`config.mk`:
```
export PLATFORM = sky130hd
export DESIGN_NAME = instruction_word_decode_timing
export DESIGN_NICKNAME = d
export VERILOG_FILES = /design/src/shared/iwd_pkg.sv /design/src/rtl/instruction_word_decode_timing.sv /design/src/rtl/operand_field_decode.sv /design/src/rtl/status_flags.sv
export VERILOG_INCLUDE_DIRS = /design/src /design/src/shared
export SDC_FILE = /design/constraint.sdc
export NUM_CORES = 1
export LEC_CHECK = 0
export BUFFER_PORTS_ARGS = -buffer_cell sky130_fd_sc_hd__buf_4
export CAP_MARGIN = 20
export CORE_MARGIN = 5
export CORE_UTILIZATION = 37
export DETAILED_ROUTE_END_ITERATION = 8
export PLACE_DENSITY = 0.68
export SETUP_SLACK_MARGIN = 0.15
export SLEW_MARGIN = 25
export SYNTH_ARGS = -nofsm -noshare
export SYNTH_HDL_FRONTEND = slang
export SYNTH_HIERARCHICAL = 1
export SYNTH_SLANG_ARGS = --single-unit
```
`constraint.sdc`:
```
create_clock -name ref_clk_i -period 4.7 [get_ports ref_clk_i]
set_input_delay 0.235 -clock ref_clk_i [delete_from_list [all_inputs] [get_ports ref_clk_i]]
set_output_delay 0.235 -clock ref_clk_i [all_outputs]
set_load 0.05 [all_outputs]
```
`src/shared/iwd_defs.svh`:
```
// Offsets, field positions, reset values and cycle counts of the instruction decoder.
`ifndef IWD_DEFS_SVH
`define IWD_DEFS_SVH

`define REG_CTRL        12'h000
`define REG_FLAGS       12'h004
`define REG_LAST        12'h008

`define CTRL_RST        2'h1
`define CTRL_EN_BIT     0
`define CTRL_CHK_BIT    1
`define FLAGS_RST       9'h000

`define F_OPC           23:16
`define F_WIDTH         15:14
`define F_ACC           15
`define F_AWB           14
`define F_BITSEL        15:12
`define F_MID_UNSIGNED_LITERAL         13:4
`define F_FILE          12:0
`define F_BASE          10:7
`define F_DMODE         6:4
`define F_DREG          3:0
`define F_EXT_LIT       6:0

`define EXT_MARK        8'h00
`define OPC_DW_CALL     8'h02
`define OPC_DW_JUMP     8'h04
`define OPC_DW_LOOP     8'h08
`define OPC_MOVE        8'hbe
`define MID_UNSIGNED_LITERAL_BYTE_MAX  10'h0ff

`define CYC_ONE         2'h1
`define CYC_TWO         2'h2
`define CYC_THREE       2'h3

`endif

```
`src/shared/iwd_pkg.sv`:
```
// Types shared by the instruction decoder, its field extractor and its status flags.
package iwd_pkg;

    typedef enum logic [1:0] {
        W_WORD   = 2'b00,
        W_BYTE   = 2'b01,
        W_DOUBLE = 2'b10,
        W_RSVD   = 2'b11
    } width_t;

    typedef enum logic [2:0] {
        DM_DIRECT   = 3'b000,
        DM_IND      = 3'b001,
        DM_POSTDEC  = 3'b010,
        DM_POSTINC  = 3'b011,
        DM_PREDEC   = 3'b100,
        DM_PREINC   = 3'b101,
        DM_BASE_OFS = 3'b110,
        DM_RSVD     = 3'b111
    } dest_mode_t;

    typedef enum logic {ACC_A = 1'b0, ACC_B = 1'b1} acc_sel_t;

    typedef enum logic {WB_REG = 1'b0, WB_IND_POSTINC = 1'b1} wb_target_t;

    typedef enum logic [2:0] {
        ST_FETCH    = 3'b000,
        ST_EXT      = 3'b001,
        ST_NOP      = 3'b010,
        ST_SKIP     = 3'b011,
        ST_SKIP_EXT = 3'b100
    } state_t;

    typedef struct packed {
        logic [7:0]  opcode;
        width_t      width;
        logic [12:0] file_addr;
        logic [3:0]  bit_position_selector;
        logic [9:0]  mid_unsigned_literal;
        logic [15:0] mid_signed_literal;
        acc_sel_t    acc;
        wb_target_t  write_back_target;
        logic [3:0]  base_working_register;
        logic [3:0]  dest_reg;
        dest_mode_t  dest_mode;
        logic [22:0] wide_unsigned_literal;
        logic        double_word;
        logic        extension_word;
    } fields_t;

    typedef struct packed {
        logic cond_true;
        logic pc_change;
        logic program_space_view;
        logic table_read;
        logic sfr_read;
        logic skip_taken;
    } exec_attr_t;

    typedef struct packed {
        logic mcu_we;
        logic carry;
        logic digit_carry;
        logic negative;
        logic overflow;
        logic zero;
        logic zero_sticky;
        logic acc_a_we;
        logic oa;
        logic sa;
        logic acc_b_we;
        logic ob;
        logic sb;
    } flag_upd_t;

    typedef struct packed {
        logic sb;
        logic sa;
        logic ob;
        logic oa;
        logic zero;
        logic overflow;
        logic negative;
        logic digit_carry;
        logic carry;
    } flags_t;

endpackage

```
`src/rtl/instruction_word_decode_timing.sv`:
```
// Instruction word decode and execution cycle timing with an APB control slave.
`timescale 1ns/1ps
`include "iwd_defs.svh"
module instruction_word_decode_timing (
    // Clock and reset.
    input  wire logic                ref_clk_i,
    input  wire logic                rst_i,
    // APB slave.
    input  wire logic [11:0]         paddr_i,
    input  wire logic                psel_i,
    input  wire logic                penable_i,
    input  wire logic                pwrite_i,
    input  wire logic [31:0]         pwdata_i,
    output logic [31:0]              prdata_o,
    output logic                     pready_o,
    output logic                     pslverr_o,
    // Program memory words.
    input  wire logic                word_valid_i,
    input  wire logic [23:0]         word_i,
    output logic                     word_ready_o,
    // Execute unit side.
    input  wire iwd_pkg::exec_attr_t exec_attr_i,
    input  wire iwd_pkg::flag_upd_t  flag_upd_i,
    // Decode and timing results.
    output logic                     issue_valid_o,
    output iwd_pkg::fields_t         fields_o,
    output logic                     nop_cycle_o,
    output logic                     retire_o,
    output logic [1:0]               instr_cycles_o,
    output logic                     operand_error_o,
    output iwd_pkg::flags_t          flags_o
);
    import iwd_pkg::*;

    state_t      state_q;
    state_t      state_d;
    logic [1:0]  cnt_q;
    logic [1:0]  cnt_d;
    logic [23:0] first_q;
    logic [23:0] first_d;
    logic        done;
    logic        nop_d;
    logic        exec_d;
    logic [1:0]  ctrl_q;
    logic        err_acc_q;
    logic        exec_q;
    logic        nop_q;
    logic        retire_q;
    logic [1:0]  cycles_q;
    logic        oper_err_q;
    logic [31:0] prdata_q;
    fields_t     fields_q;
    fields_t     dec;
    flags_t      flags;

    // Control bits and fetch handshake.
    wire ctrl_en = ctrl_q[`CTRL_EN_BIT];
    wire chk_en  = ctrl_q[`CTRL_CHK_BIT];
    assign word_ready_o = ctrl_en && (state_q != ST_NOP);
    wire accept = word_valid_i && word_ready_o;

    // The extractor sees the held first word while its extension arrives.
    wire in_ext_state   = (state_q == ST_EXT);
    wire [23:0] dec_hi  = in_ext_state ? first_q : word_i;
    wire [23:0] dec_lo  = in_ext_state ? word_i : 24'h000000;

    operand_field_decode u_fields (
        .first_word_i (dec_hi),
        .ext_word_i   (dec_lo),
        .fields_o     (dec)
    );

    // Reasons for an inserted cycle on a single-word instruction.
    wire movd  = (dec.opcode == `OPC_MOVE) && (dec.width == W_DOUBLE);
    wire extra = exec_attr_i.cond_true || exec_attr_i.pc_change ||
                 exec_attr_i.program_space_view || exec_attr_i.table_read ||
                 exec_attr_i.sfr_read || movd;

    // Operand encoding checks.
    wire ext_bad   = in_ext_state && (word_i[`F_OPC] != `EXT_MARK);
    wire wide_unsigned_literal_bad = in_ext_state && dec.wide_unsigned_literal[0];
    wire mid_unsigned_literal_bad = (dec.width == W_BYTE) && (dec.mid_unsigned_literal > `MID_UNSIGNED_LITERAL_BYTE_MAX);
    wire mode_bad  = (dec.dest_mode == DM_RSVD);
    wire width_bad = (dec.width == W_RSVD);
    wire err_now   = chk_en && exec_d && (ext_bad || wide_unsigned_literal_bad || mid_unsigned_literal_bad || mode_bad || width_bad);
    wire err_acc_d = ((state_q == ST_FETCH) ? 1'b0 : err_acc_q) || err_now;

    // Sequencing of words and cycles.
    always_comb begin
        state_d = state_q;
        cnt_d   = cnt_q;
        first_d = first_q;
        done    = 1'b0;
        nop_d   = 1'b0;
        exec_d  = 1'b0;
        unique case (state_q)
            ST_FETCH: begin
                if (accept) begin
                    cnt_d = `CYC_ONE;
                    if (dec.extension_word) begin
                        nop_d = 1'b1;
                        done  = 1'b1;
                    end else if (dec.double_word) begin
                        first_d = word_i;
                        state_d = ST_EXT;
                    end else begin
                        exec_d = 1'b1;
                        if (exec_attr_i.skip_taken) begin
                            state_d = ST_SKIP;
                        end else if (extra) begin
                            state_d = ST_NOP;
                        end else begin
                            done = 1'b1;
                        end
                    end
                end
            end
            ST_EXT: begin
                if (accept) begin
                    cnt_d   = cnt_q + `CYC_ONE;
                    exec_d  = 1'b1;
                    done    = 1'b1;
                    state_d = ST_FETCH;
                end
            end
            ST_NOP: begin
                cnt_d   = cnt_q + `CYC_ONE;
                nop_d   = 1'b1;
                done    = 1'b1;
                state_d = ST_FETCH;
            end
            ST_SKIP: begin
                if (accept) begin
                    cnt_d = cnt_q + `CYC_ONE;
                    nop_d = 1'b1;
                    if (dec.double_word) begin
                        state_d = ST_SKIP_EXT;
                    end else begin
                        done    = 1'b1;
                        state_d = ST_FETCH;
                    end
                end
            end
            ST_SKIP_EXT: begin
                if (accept) begin
                    cnt_d   = cnt_q + `CYC_ONE;
                    nop_d   = 1'b1;
                    done    = 1'b1;
                    state_d = ST_FETCH;
                end
            end
            default: begin
                state_d = ST_FETCH;
            end
        endcase
    end

    always_ff @(posedge ref_clk_i) begin
        if (rst_i) begin
            state_q   <= ST_FETCH;
            cnt_q     <= 2'h0;
            first_q   <= 24'h000000;
            err_acc_q <= 1'b0;
        end else begin
            state_q   <= state_d;
            cnt_q     <= cnt_d;
            first_q   <= first_d;
            err_acc_q <= err_acc_d;
        end
    end

    // Registered results; fields only move on an executing cycle.
    always_ff @(posedge ref_clk_i) begin
        if (rst_i) begin
            fields_q   <= '0;
            exec_q     <= 1'b0;
            nop_q      <= 1'b0;
            retire_q   <= 1'b0;
            cycles_q   <= 2'h0;
            oper_err_q <= 1'b0;
        end else begin
            fields_q   <= exec_d ? dec : fields_q;
            exec_q     <= exec_d;
            nop_q      <= nop_d;
            retire_q   <= done;
            cycles_q   <= done ? cnt_d : cycles_q;
            oper_err_q <= done && err_acc_d;
        end
    end

    assign issue_valid_o   = exec_q;
    assign fields_o        = fields_q;
    assign nop_cycle_o     = nop_q;
    assign retire_o        = retire_q;
    assign instr_cycles_o  = cycles_q;
    assign operand_error_o = oper_err_q;

    // Flags change only on executing cycles, never on inserted ones.
    status_flags u_flags (
        .ref_clk_i (ref_clk_i),
        .rst_i     (rst_i),
        .upd_en_i  (exec_d),
        .upd_i     (flag_upd_i),
        .flags_o   (flags)
    );
    assign flags_o = flags;

    // APB decode.
    wire sel_ctrl  = (paddr_i == `REG_CTRL);
    wire sel_flags = (paddr_i == `REG_FLAGS);
    wire sel_last  = (paddr_i == `REG_LAST);
    wire mapped    = sel_ctrl || sel_flags || sel_last;
    wire setup     = psel_i && !penable_i;
    wire access    = psel_i && penable_i;
    wire ctrl_wr   = access && pwrite_i && sel_ctrl;
    wire [31:0] rd_mux = sel_ctrl  ? {30'h00000000, ctrl_q} :
                         sel_flags ? {23'h000000, flags} :
                         sel_last  ? {26'h0000000, oper_err_q, state_q, cycles_q} :
                                     32'h00000000;

    always_ff @(posedge ref_clk_i) begin
        if (rst_i) begin
            ctrl_q   <= `CTRL_RST;
            prdata_q <= 32'h00000000;
        end else begin
            ctrl_q   <= ctrl_wr ? pwdata_i[1:0] : ctrl_q;
            prdata_q <= setup ? rd_mux : prdata_q;
        end
    end

    assign prdata_o  = prdata_q;
    assign pready_o  = 1'b1;
    assign pslverr_o = access && !mapped;

    wire fetch_acc = (state_q == ST_FETCH) && accept;
    wire plain_one = fetch_acc && !dec.extension_word && !dec.double_word && !exec_attr_i.skip_taken && !extra;
endmodule

```
`src/rtl/operand_field_decode.sv`:
```
// Combinational operand field extraction for one instruction word and its extension word.
`timescale 1ns/1ps
`include "iwd_defs.svh"
module operand_field_decode (
    // Instruction words.
    input  wire logic [23:0]  first_word_i,
    input  wire logic [23:0]  ext_word_i,
    // Decoded fields.
    output iwd_pkg::fields_t  fields_o
);
    import iwd_pkg::*;

    wire [7:0] opc = first_word_i[`F_OPC];

    assign fields_o.opcode                = opc;
    assign fields_o.width                 = width_t'(first_word_i[`F_WIDTH]);
    assign fields_o.file_addr             = first_word_i[`F_FILE];
    assign fields_o.bit_position_selector = first_word_i[`F_BITSEL];
    assign fields_o.mid_unsigned_literal  = first_word_i[`F_MID_UNSIGNED_LITERAL];
    assign fields_o.mid_signed_literal    = {{6{first_word_i[13]}}, first_word_i[`F_MID_UNSIGNED_LITERAL]};
    assign fields_o.acc                   = acc_sel_t'(first_word_i[`F_ACC]);
    assign fields_o.write_back_target     = wb_target_t'(first_word_i[`F_AWB]);
    assign fields_o.base_working_register = first_word_i[`F_BASE];
    assign fields_o.dest_reg              = first_word_i[`F_DREG];
    assign fields_o.dest_mode             = dest_mode_t'(first_word_i[`F_DMODE]);
    assign fields_o.wide_unsigned_literal = {ext_word_i[`F_EXT_LIT], first_word_i[15:0]};
    assign fields_o.double_word           = (opc == `OPC_DW_CALL) || (opc == `OPC_DW_JUMP) ||
                                            (opc == `OPC_DW_LOOP);
    assign fields_o.extension_word        = (opc == `EXT_MARK);

endmodule

```
`src/rtl/status_flags.sv`:
```
// General and accumulator status flags updated by executing instructions.
`timescale 1ns/1ps
`include "iwd_defs.svh"
module status_flags (
    // Clock and reset.
    input  wire logic              ref_clk_i,
    input  wire logic              rst_i,
    // Update request.
    input  wire logic              upd_en_i,
    input  wire iwd_pkg::flag_upd_t upd_i,
    // Flag state.
    output iwd_pkg::flags_t        flags_o
);
    import iwd_pkg::*;

    flags_t flags_q;
    flags_t flags_d;

    wire mcu_go = upd_en_i && upd_i.mcu_we;
    wire a_go   = upd_en_i && upd_i.acc_a_we;
    wire b_go   = upd_en_i && upd_i.acc_b_we;

    always_comb begin
        flags_d = flags_q;
        if (mcu_go) begin
            flags_d.carry       = upd_i.carry;
            flags_d.digit_carry = upd_i.digit_carry;
            flags_d.negative    = upd_i.negative;
            flags_d.overflow    = upd_i.overflow;
            flags_d.zero        = upd_i.zero_sticky ? (flags_q.zero & upd_i.zero) : upd_i.zero;
        end
        if (a_go) begin
            flags_d.oa = upd_i.oa;
            flags_d.sa = upd_i.sa;
        end
        if (b_go) begin
            flags_d.ob = upd_i.ob;
            flags_d.sb = upd_i.sb;
        end
    end

    always_ff @(posedge ref_clk_i) begin
        if (rst_i) begin
            flags_q <= `FLAGS_RST;
        end else begin
            flags_q <= flags_d;
        end
    end

    assign flags_o = flags_q;

endmodule

```
# Word level (Yosys, flattened, before mapping)

Cells that the tools add are included.

Add/sub/neg operators: 1
Magnitude comparators: 1
Equality and inequality tests: 20
Mux-type cells: 34
Bitwise operators: 2
Reductions and logical operators: 42

Operator list:

| kind                  | number |
|---|---|
| $mux W24              | 1 |
| $mux W3               | 8 |
| $mux W9               | 2 |
| $logic_and A1 B1 Y1   | 17 |
| $logic_or A1 B1 Y1    | 14 |
| $mux W1               | 14 |
| $eq A12 B3 Y1 const B | 1 |
| $eq A12 B4 Y1 const B | 1 |
| $logic_not A12 Y1     | 1 |
| $gt A10 B8 Y1 const B | 1 |
| $pmux W3 S3           | 1 |
| $eq A8 B2 Y1 const B  | 1 |
| $eq A8 B3 Y1 const B  | 1 |
| $eq A8 B4 Y1 const B  | 1 |
| $eq A8 B8 Y1 const B  | 1 |
| $logic_not A8 Y1      | 1 |
| $reduce_bool A8 Y1    | 1 |
| $mux W7               | 1 |
| $eq A3 B2 Y1 const B  | 2 |
| $eq A3 B3 Y1 const B  | 2 |
| $mux W6               | 1 |
| $ne A2 B2 Y1 const B  | 3 |
| $pmux W2 S3           | 1 |
| $reduce_and A5 Y1     | 1 |
| 18 further kinds      | 22 |

Register bits: 164
Input port bits: 93

# Logic depth before layout (Yosys ltp)

Gate-level depths: netlist (run 1).

Depth in word-level cells: 13
Gate-level depth with buffers: 16
Depth with buffers taken out: 11

# By module

Netlist (run 1), hierarchy kept.

Modules (own cells, without submodules):

| module                         | times used | cells an instance | area each (sq um) | seq. area each (sq um) |
|---|---|---|---|---|
| instruction_word_decode_timing | 1          | 746               | 5828.1            | 2762.6 |
| operand_field_decode           | 1          | 97                | 715.7             | 0.0 |
| status_flags                   | 1          | 41                | 416.6             | 180.2 |

# Least setup slack after synthesis (run 1)

Ideal clock, no wire load.

Path type: register to register
Start: reg state_q[2]
End: reg u_flags.flags_q (netlist bit u_flags/flags_o[4])
Library setup time: 119 ps
Arrival: 3196 ps
Required time: 4581 ps
Setup slack: 1385 ps
Stages on the path, launching flop included: 16
Path through: dfxtp_1 > clkbuf_1 > nor3b_1 > clkbuf_1 > mux2_2 > nor3_1 > nand2_1 > nor4_2 > nor2_1 > o21a_1 > nand2_1 > inv_1 > clkbuf_1 > buf_6 > and3b_1 > o221a_1

RTL lines:

| item                     | line                                  | RTL |
|---|---|---|
| start: declaration       | instruction_word_decode_timing.sv:35  | `state_t state_q;` |
| start signal: assignment | instruction_word_decode_timing.sv:165 | `state_q <= state_d;` |
| end signal: assignment   | status_flags.sv:44                    | `` flags_q <= `FLAGS_RST; `` |
| end signal: assignment   | status_flags.sv:46                    | `flags_q <= flags_d;` |
| end: declaration         | status_flags.sv:16                    | `flags_t flags_q;` |

==> out/results.tsv, run 1 <==
stage	metric	value	unit
die	die_w	146	um
sta	fin_worst_skew	9.63	ps
sta	setup_viol	0	
die	fp.dieH	146	um
sta	fin_ws	982	ps
clocking	clock_sinks	147	
setup_path	critPathMaxFanout	92	
power_and_ir_drop	clockPowerShare	41.0	%
clocking	numCtsBuffers	17	
setup_path	cp-end-kind	register	
global_route	grt_max_degree	104	
clocking	cts_setup_buffers	0	
routing	drcViolationCount	0	
placed_design	pre_cts_slack	1030	ps
placed_design	place.gp.congestion	0.801	
clocking	ctsResizeCount	0	
routing	vias_per_cell	4.75	
routing	dr_total_vias	5555	
routing	final_antenna_net_count	0	
power_and_ir_drop	pwr-share-seq	39.7	%
clocking	clockBufferDepth	2	
finish	diodes	0	
die	initial_core_util	37.9	%
power_and_ir_drop	p_leak	3.39	nW
global_route	grt_pass1_wl	28500	um
finish	seq_area	2940	um^2
routing	drt-total-wl	18100	um
synthesis	syn_inst	866	
sta	fin_setup_tns	0	ps
power_and_ir_drop	swShare	31.3	%
synthesis	post_synth.cell_area_avg	7.91	um^2
finish	n_fill_cell	1813	
placed_design	dp_cells	1138	
clocking	clock-root-buffer	clkbuf_16	
sta	finalCriticalPeriod	3720	ps
synthesis	yosys_warnings	6	
die	core_area	18100	um^2
worst_hold_path	hold_path_class	in2reg	
power_and_ir_drop	power_frac_comb	19.4	%
clocking	path_clk_slew	60	ps
sta	fin_crit_sh	79.1	%
die	ios	234	
placed_design	place_hpwl	12400	um
finish	final_layout_size_suffix_gt1_share	28.1	%
outcome	status	complete, no violations	
die	die_area	21300	um^2
sta	max_freq	269	MHz
finish	syn_to_final_growth	19.5	%
setup_path	crit_arrival	4060	ps
die	row_count	49	
sta	rsz0062_at_grt	false	
routing	drt_iter0_markers	284	
global_route	first_global_vias	5179	
synthesis	synth_area	6850	um^2
clocking	hold_buffers	0	
power_and_ir_drop	p_int	0.00234	W
power_and_ir_drop	ir_drop	0.000254	V
placed_design	portBuffers	179	
global_route	grtUsageTotal	16.5	%
global_route	gr-total-overflow	0	
routing	routedWlPerCell	15.5	um
finish	multi_input_area	2900	um^2
clocking	h-tree-depth	4	
finish	fin_cells	1170	
sta	max_slew.worst_pin.slew	998	ps
finish	nets	1022	
power_and_ir_drop	p_per_area	415	nW/um^2
clocking	cts_tree	yes	
job	cap_violations	0	
sta	slew_violations	0	
setup_path	critPathKind	reg2reg	
sta	hold_viol	0	
routing	dr.pass1.iters	6	
clocking	clock_latency	420	ps
global_route	antenna_found_initial	0	
sta	slew_headroom	33.5	%
power_and_ir_drop	power_switching	0.00106	W
setup_path	worstSetupStartpointType	register	
setup_path	cp.required	5040	ps
## flip-flops by register name, indices dropped and copies added (netlist names)
register / cells
err_acc_q: 1
prdata_o: 9
instr_cycles_o: 2
retire_o: 1
nop_cycle_o: 1
fields_o: 91
cnt_q: 2
first_q: 24
ctrl_q: 2
operand_error_o: 1
u_flags/flags_o: 9
issue_valid_o: 1
state_q: 3
## power by group through the flow
stage                     clock network (W)  registers, W  logic (W)
after global placement                    0       0.00137   0.000655
after CTS                           0.00142       0.00135   0.000662
final                               0.00139       0.00135   0.000658
after detailed placement                  0       0.00137   0.000661
after floorplan                           0       0.00157   0.000354
after global routing                0.00148       0.00135   0.000702
## path summary, 6_finish.rpt
kind                                         startpoint                  endpoint  slack (ps)  depth (start not counted)
worst max register to register  state_q[0]$_SDFFE_PP0P_  fields_o[5]$_SDFFE_PP0N_         980                         13
worst max-delay path            state_q[0]$_SDFFE_PP0P_  fields_o[5]$_SDFFE_PP0N_         980                         13
worst min register to register  first_q[7]$_SDFFE_PP0P_   first_q[7]$_SDFFE_PP0P_         450                          2
worst min-delay path                        pwdata_i[0]    ctrl_q[0]$_SDFFE_PP1P_          40                          3
## layout make-up
| cell class | count | share of cell area (%) |
|---|---|---|
| tap | 229 | 3.50 |
| clock inverter | 12 | 1.76 |
| timing repair buffer | 188 | 17.4 |
| sequential | 147 | 35.9 |
| clock buffer | 20 | 5.70 |
| multi-input combinational | 569 | 35.4 |
| inverter | 5 | 0.245 |
## critical path, cell delays in order, from the launching register on
cell,delay [ps]
dfxtp_1,630
nor3b_2,320
buf_4,250
mux2_2,380
nor3_1,180
nand2_1,100
nor4_2,130
buf_4,200
nor2_1,60
o21a_1,200
nand2_4,80
buf_4,750
nand2_1,130
a21oi_1,180
## per-stage QoR
stage	area (um^2)	hold WS (ps)	total power [W]	utilization [%]
finish	8190	42.0	0.00340	45.3
CTS	8180	19.2	0.00343	45.2
global route	8190	27.1	0.00353	45.3
floorplan	6930	363	0.00192	-
detailed placement	7570	444	0.00204	41.9
global placement	7570	438	0.00203	41.9
## metal layers
layer  vias to the layer above  global-route usage, %  wire length, um
li1                       2839                      -                -
met1                      2553                   21.7             8030
met2                       147                   26.1             8610
met3                        16                   4.90             1230
met4                         0                   5.03              235
met5                         -                      0                0
## layout by cell type (no fill, tap or decap), types with 3 or more instances in the layout
cell,n
nand2_1,254
buf_4,186
dfxtp_1,147
a21oi_1,129
mux2_2,25
conb_1,24
nor2_1,19
nand3_1,17
clkbuf_16,17
o21ai_0,11
and2_1,10
nor3_1,9
a22oi_1,7
mux2i_1,6
a21bo_2,6
o21ai_1,5
inv_1,4
nor2b_1,4
inv_6,4
clkinvlp_4,3
clkbuf_8,3
clkinv_4,3
Power figures use the tool's default switching activity.
==> inputs of run 2 (changes only) <==
Clock period 4.7 ns to 3.45 ns, I/O delays scaled along.
==> out/results.tsv, run 2 (synthesis results as in run 1) <==
stage	metric	value	unit
outcome	status	complete, no violations	
routing	drcViolationCount	0	
power_and_ir_drop	finalPower	0.00459	W
placed_design	place_hpwl	12600	um
placed_design	portBuffers	179	
finish	nets	1050	
placed_design	place.gp.congestion	0.835	
clocking	clock_sinks	147	
clocking	cts_setup_buffers	0	
routing	dr_total_vias	5664	
global_route	antenna_found_initial	0	
sta	rsz0062_at_grt	false	
finish	multi_input_area	2900	um^2
die	row_count	49	
die	die_area	21300	um^2
routing	routedWlPerCell	15.4	um
setup_path	critical-path-slowest-cell	or3_1	
global_route	grt_pass1_wl	29500	um
sta	finalCriticalPeriod	2930	ps
setup_path	cp-end-kind	register	
placed_design	dp_cells	1143	
finish	largest_register_ffs	91	
sta	hold_viol	0	
clocking	h-tree-depth	4	
sta	slew_violations	0	
finish	n_fill_cell	1782	
global_route	grtUsageMet2	28.2	%
clocking	path_clk_slew	60	ps
finish	final_cell_mix	nand2_1 (254), buf_4 (190), dfxtp_1 (147)	
die	ios	234	
clocking	clock_latency	420	ps
setup_path	worstSetupStartpointType	register	
global_route	first_global_vias	5481	
global_route	grt_max_degree	93	
clocking	clockBufferDepth	2	
setup_path	critPathMaxStageDelay	710	ps
power_and_ir_drop	p_per_area	544	nW/um^2
finish	diodes	0	
sta	fin_setup_tns	0	ps
setup_path	crit_top_cell	nand2_1	
die	core_area	18100	um^2
sta	setup_viol	0	
routing	drt-total-wl	18500	um
power_and_ir_drop	ir_drop	0.000391	V
global_route	use_met1	21.5	%
sta	finalHoldWorstSlack	16.4	ps
finish	syn_to_final_growth	23.3	%
sta	max_slew.worst_pin.slew	890	ps
die	die_w	146	um
finish	post-route-util	46.7	%
routing	dr.pass1.iters	5	
global_route	gr-total-overflow	0	
sta	max_freq	342	MHz
setup_path	cp.required	3720	ps
routing	vias_per_cell	4.74	
finish	seq_area	2940	um^2
global_route	grtUsageTotal	17.1	%
setup_path	critPathMaxFanout	24	
sta	fin_worst_skew	16.1	ps
finish	fin_cells	1196	
setup_path	worstPathCellList	nor3b_2 > buf_4 > mux2_2 > nor3_1 > nand2_1 > nor2_1 > buf_4 > nand2_1 > or3_1 > nand2_1 > a21oi_1	
finish	final_layout_size_suffix_gt1_share	27.6	%
setup_path	crit_arrival	3190	ps
clocking	clock-root-buffer	clkbuf_16	
finish	final_common_cell	nand2_1	
job	cap_violations	0	
power_and_ir_drop	p_leak	3.51	nW
clocking	numCtsBuffers	17	
clocking	cts_tree	yes	
global_route	use_met3	4.93	%
sta	fin_crit_sh	84.8	%
worst_hold_path	hold_path_class	in2reg	
routing	drt_iter0_markers	405	
die	fp.dieH	146	um
die	initial_core_util	37.9	%
global_route	grt_busiest_layer	met2	
setup_path	critPathKind	reg2reg	
sta	slew_headroom	40.7	%
routing	final_antenna_net_count	0	
-- run 2: cell count changes in the layout (fill, tap and decap cells not counted), sizes merged --
cell	before	now
clkinv	4	6
clkbuf	20	19
dlygate4sd3	0	23
buf	188	193
clkinvlp	3	2
inv	8	6
-- run 2: per-layer routing --
metal,up-vias,wire (um),part of all wire [%]
met5,-,0,0
met4,0,303,1.6
met3,22,1230,6.6
met2,182,8840,48
met1,2560,8090,44
li1,2900,-,-
-- run 2: area by class of cell --
| class | count | share of cell area, % |
|---|---|---|
| inverters | 5 | 0.237 |
| multi-input cells | 569 | 34.3 |
| well taps | 229 | 3.39 |
| clock inverters | 11 | 1.53 |
| clock buffers | 19 | 5.36 |
| repair buffers | 216 | 20.3 |
| flip-flops and latches | 147 | 34.8 |
-- run 2: path summary, 6_finish.rpt --
path	from	endpoint	slack [ps]	cells past startpoint
worst max-delay path	state_q[2]$_SDFFE_PP0P_	first_q[14]$_SDFFE_PP0P_	520	11
worst max register to register	state_q[2]$_SDFFE_PP0P_	first_q[14]$_SDFFE_PP0P_	520	11
worst min register to register	first_q[22]$_SDFFE_PP0P_	first_q[22]$_SDFFE_PP0P_	450	2
worst min-delay path	word_i[18]	first_q[18]$_SDFFE_PP0P_	20	3
-- run 2: through the flow --
| step | cell area [um^2] | setup slack [ps] |
|---|---|---|
| 5_1_grt | 8450 | 187 |
| 3_5_place_dp | 7630 | 510 |
| 2_1_floorplan | 6930 | 225 |
| 4_1_cts | 8450 | 486 |
| 6_report | 8450 | 523 |
| 3_3_place_gp | 7630 | 542 |
-- run 2: timing repair --
item	4_1_cts	5_1_grt
resized for setup	0	0
hold endpoints to repair	23	0
hold buffers	23	0
-- run 2: power by group --
part           switching (W)  internal [W]  leakage, nW
registers          0.0000467       0.00178         1.20
logic               0.000645      0.000289         2.03
clock network       0.000728       0.00110        0.282
-- run 2: worst max-delay path: cells and delay by family, from the launching register on --
family / cells / cell delay (ps)
buf+inv: 2 / 390
compound gates: 1 / 90
mux: 1 / 380
flops: 1 / 320
simple gates: 7 / 1600
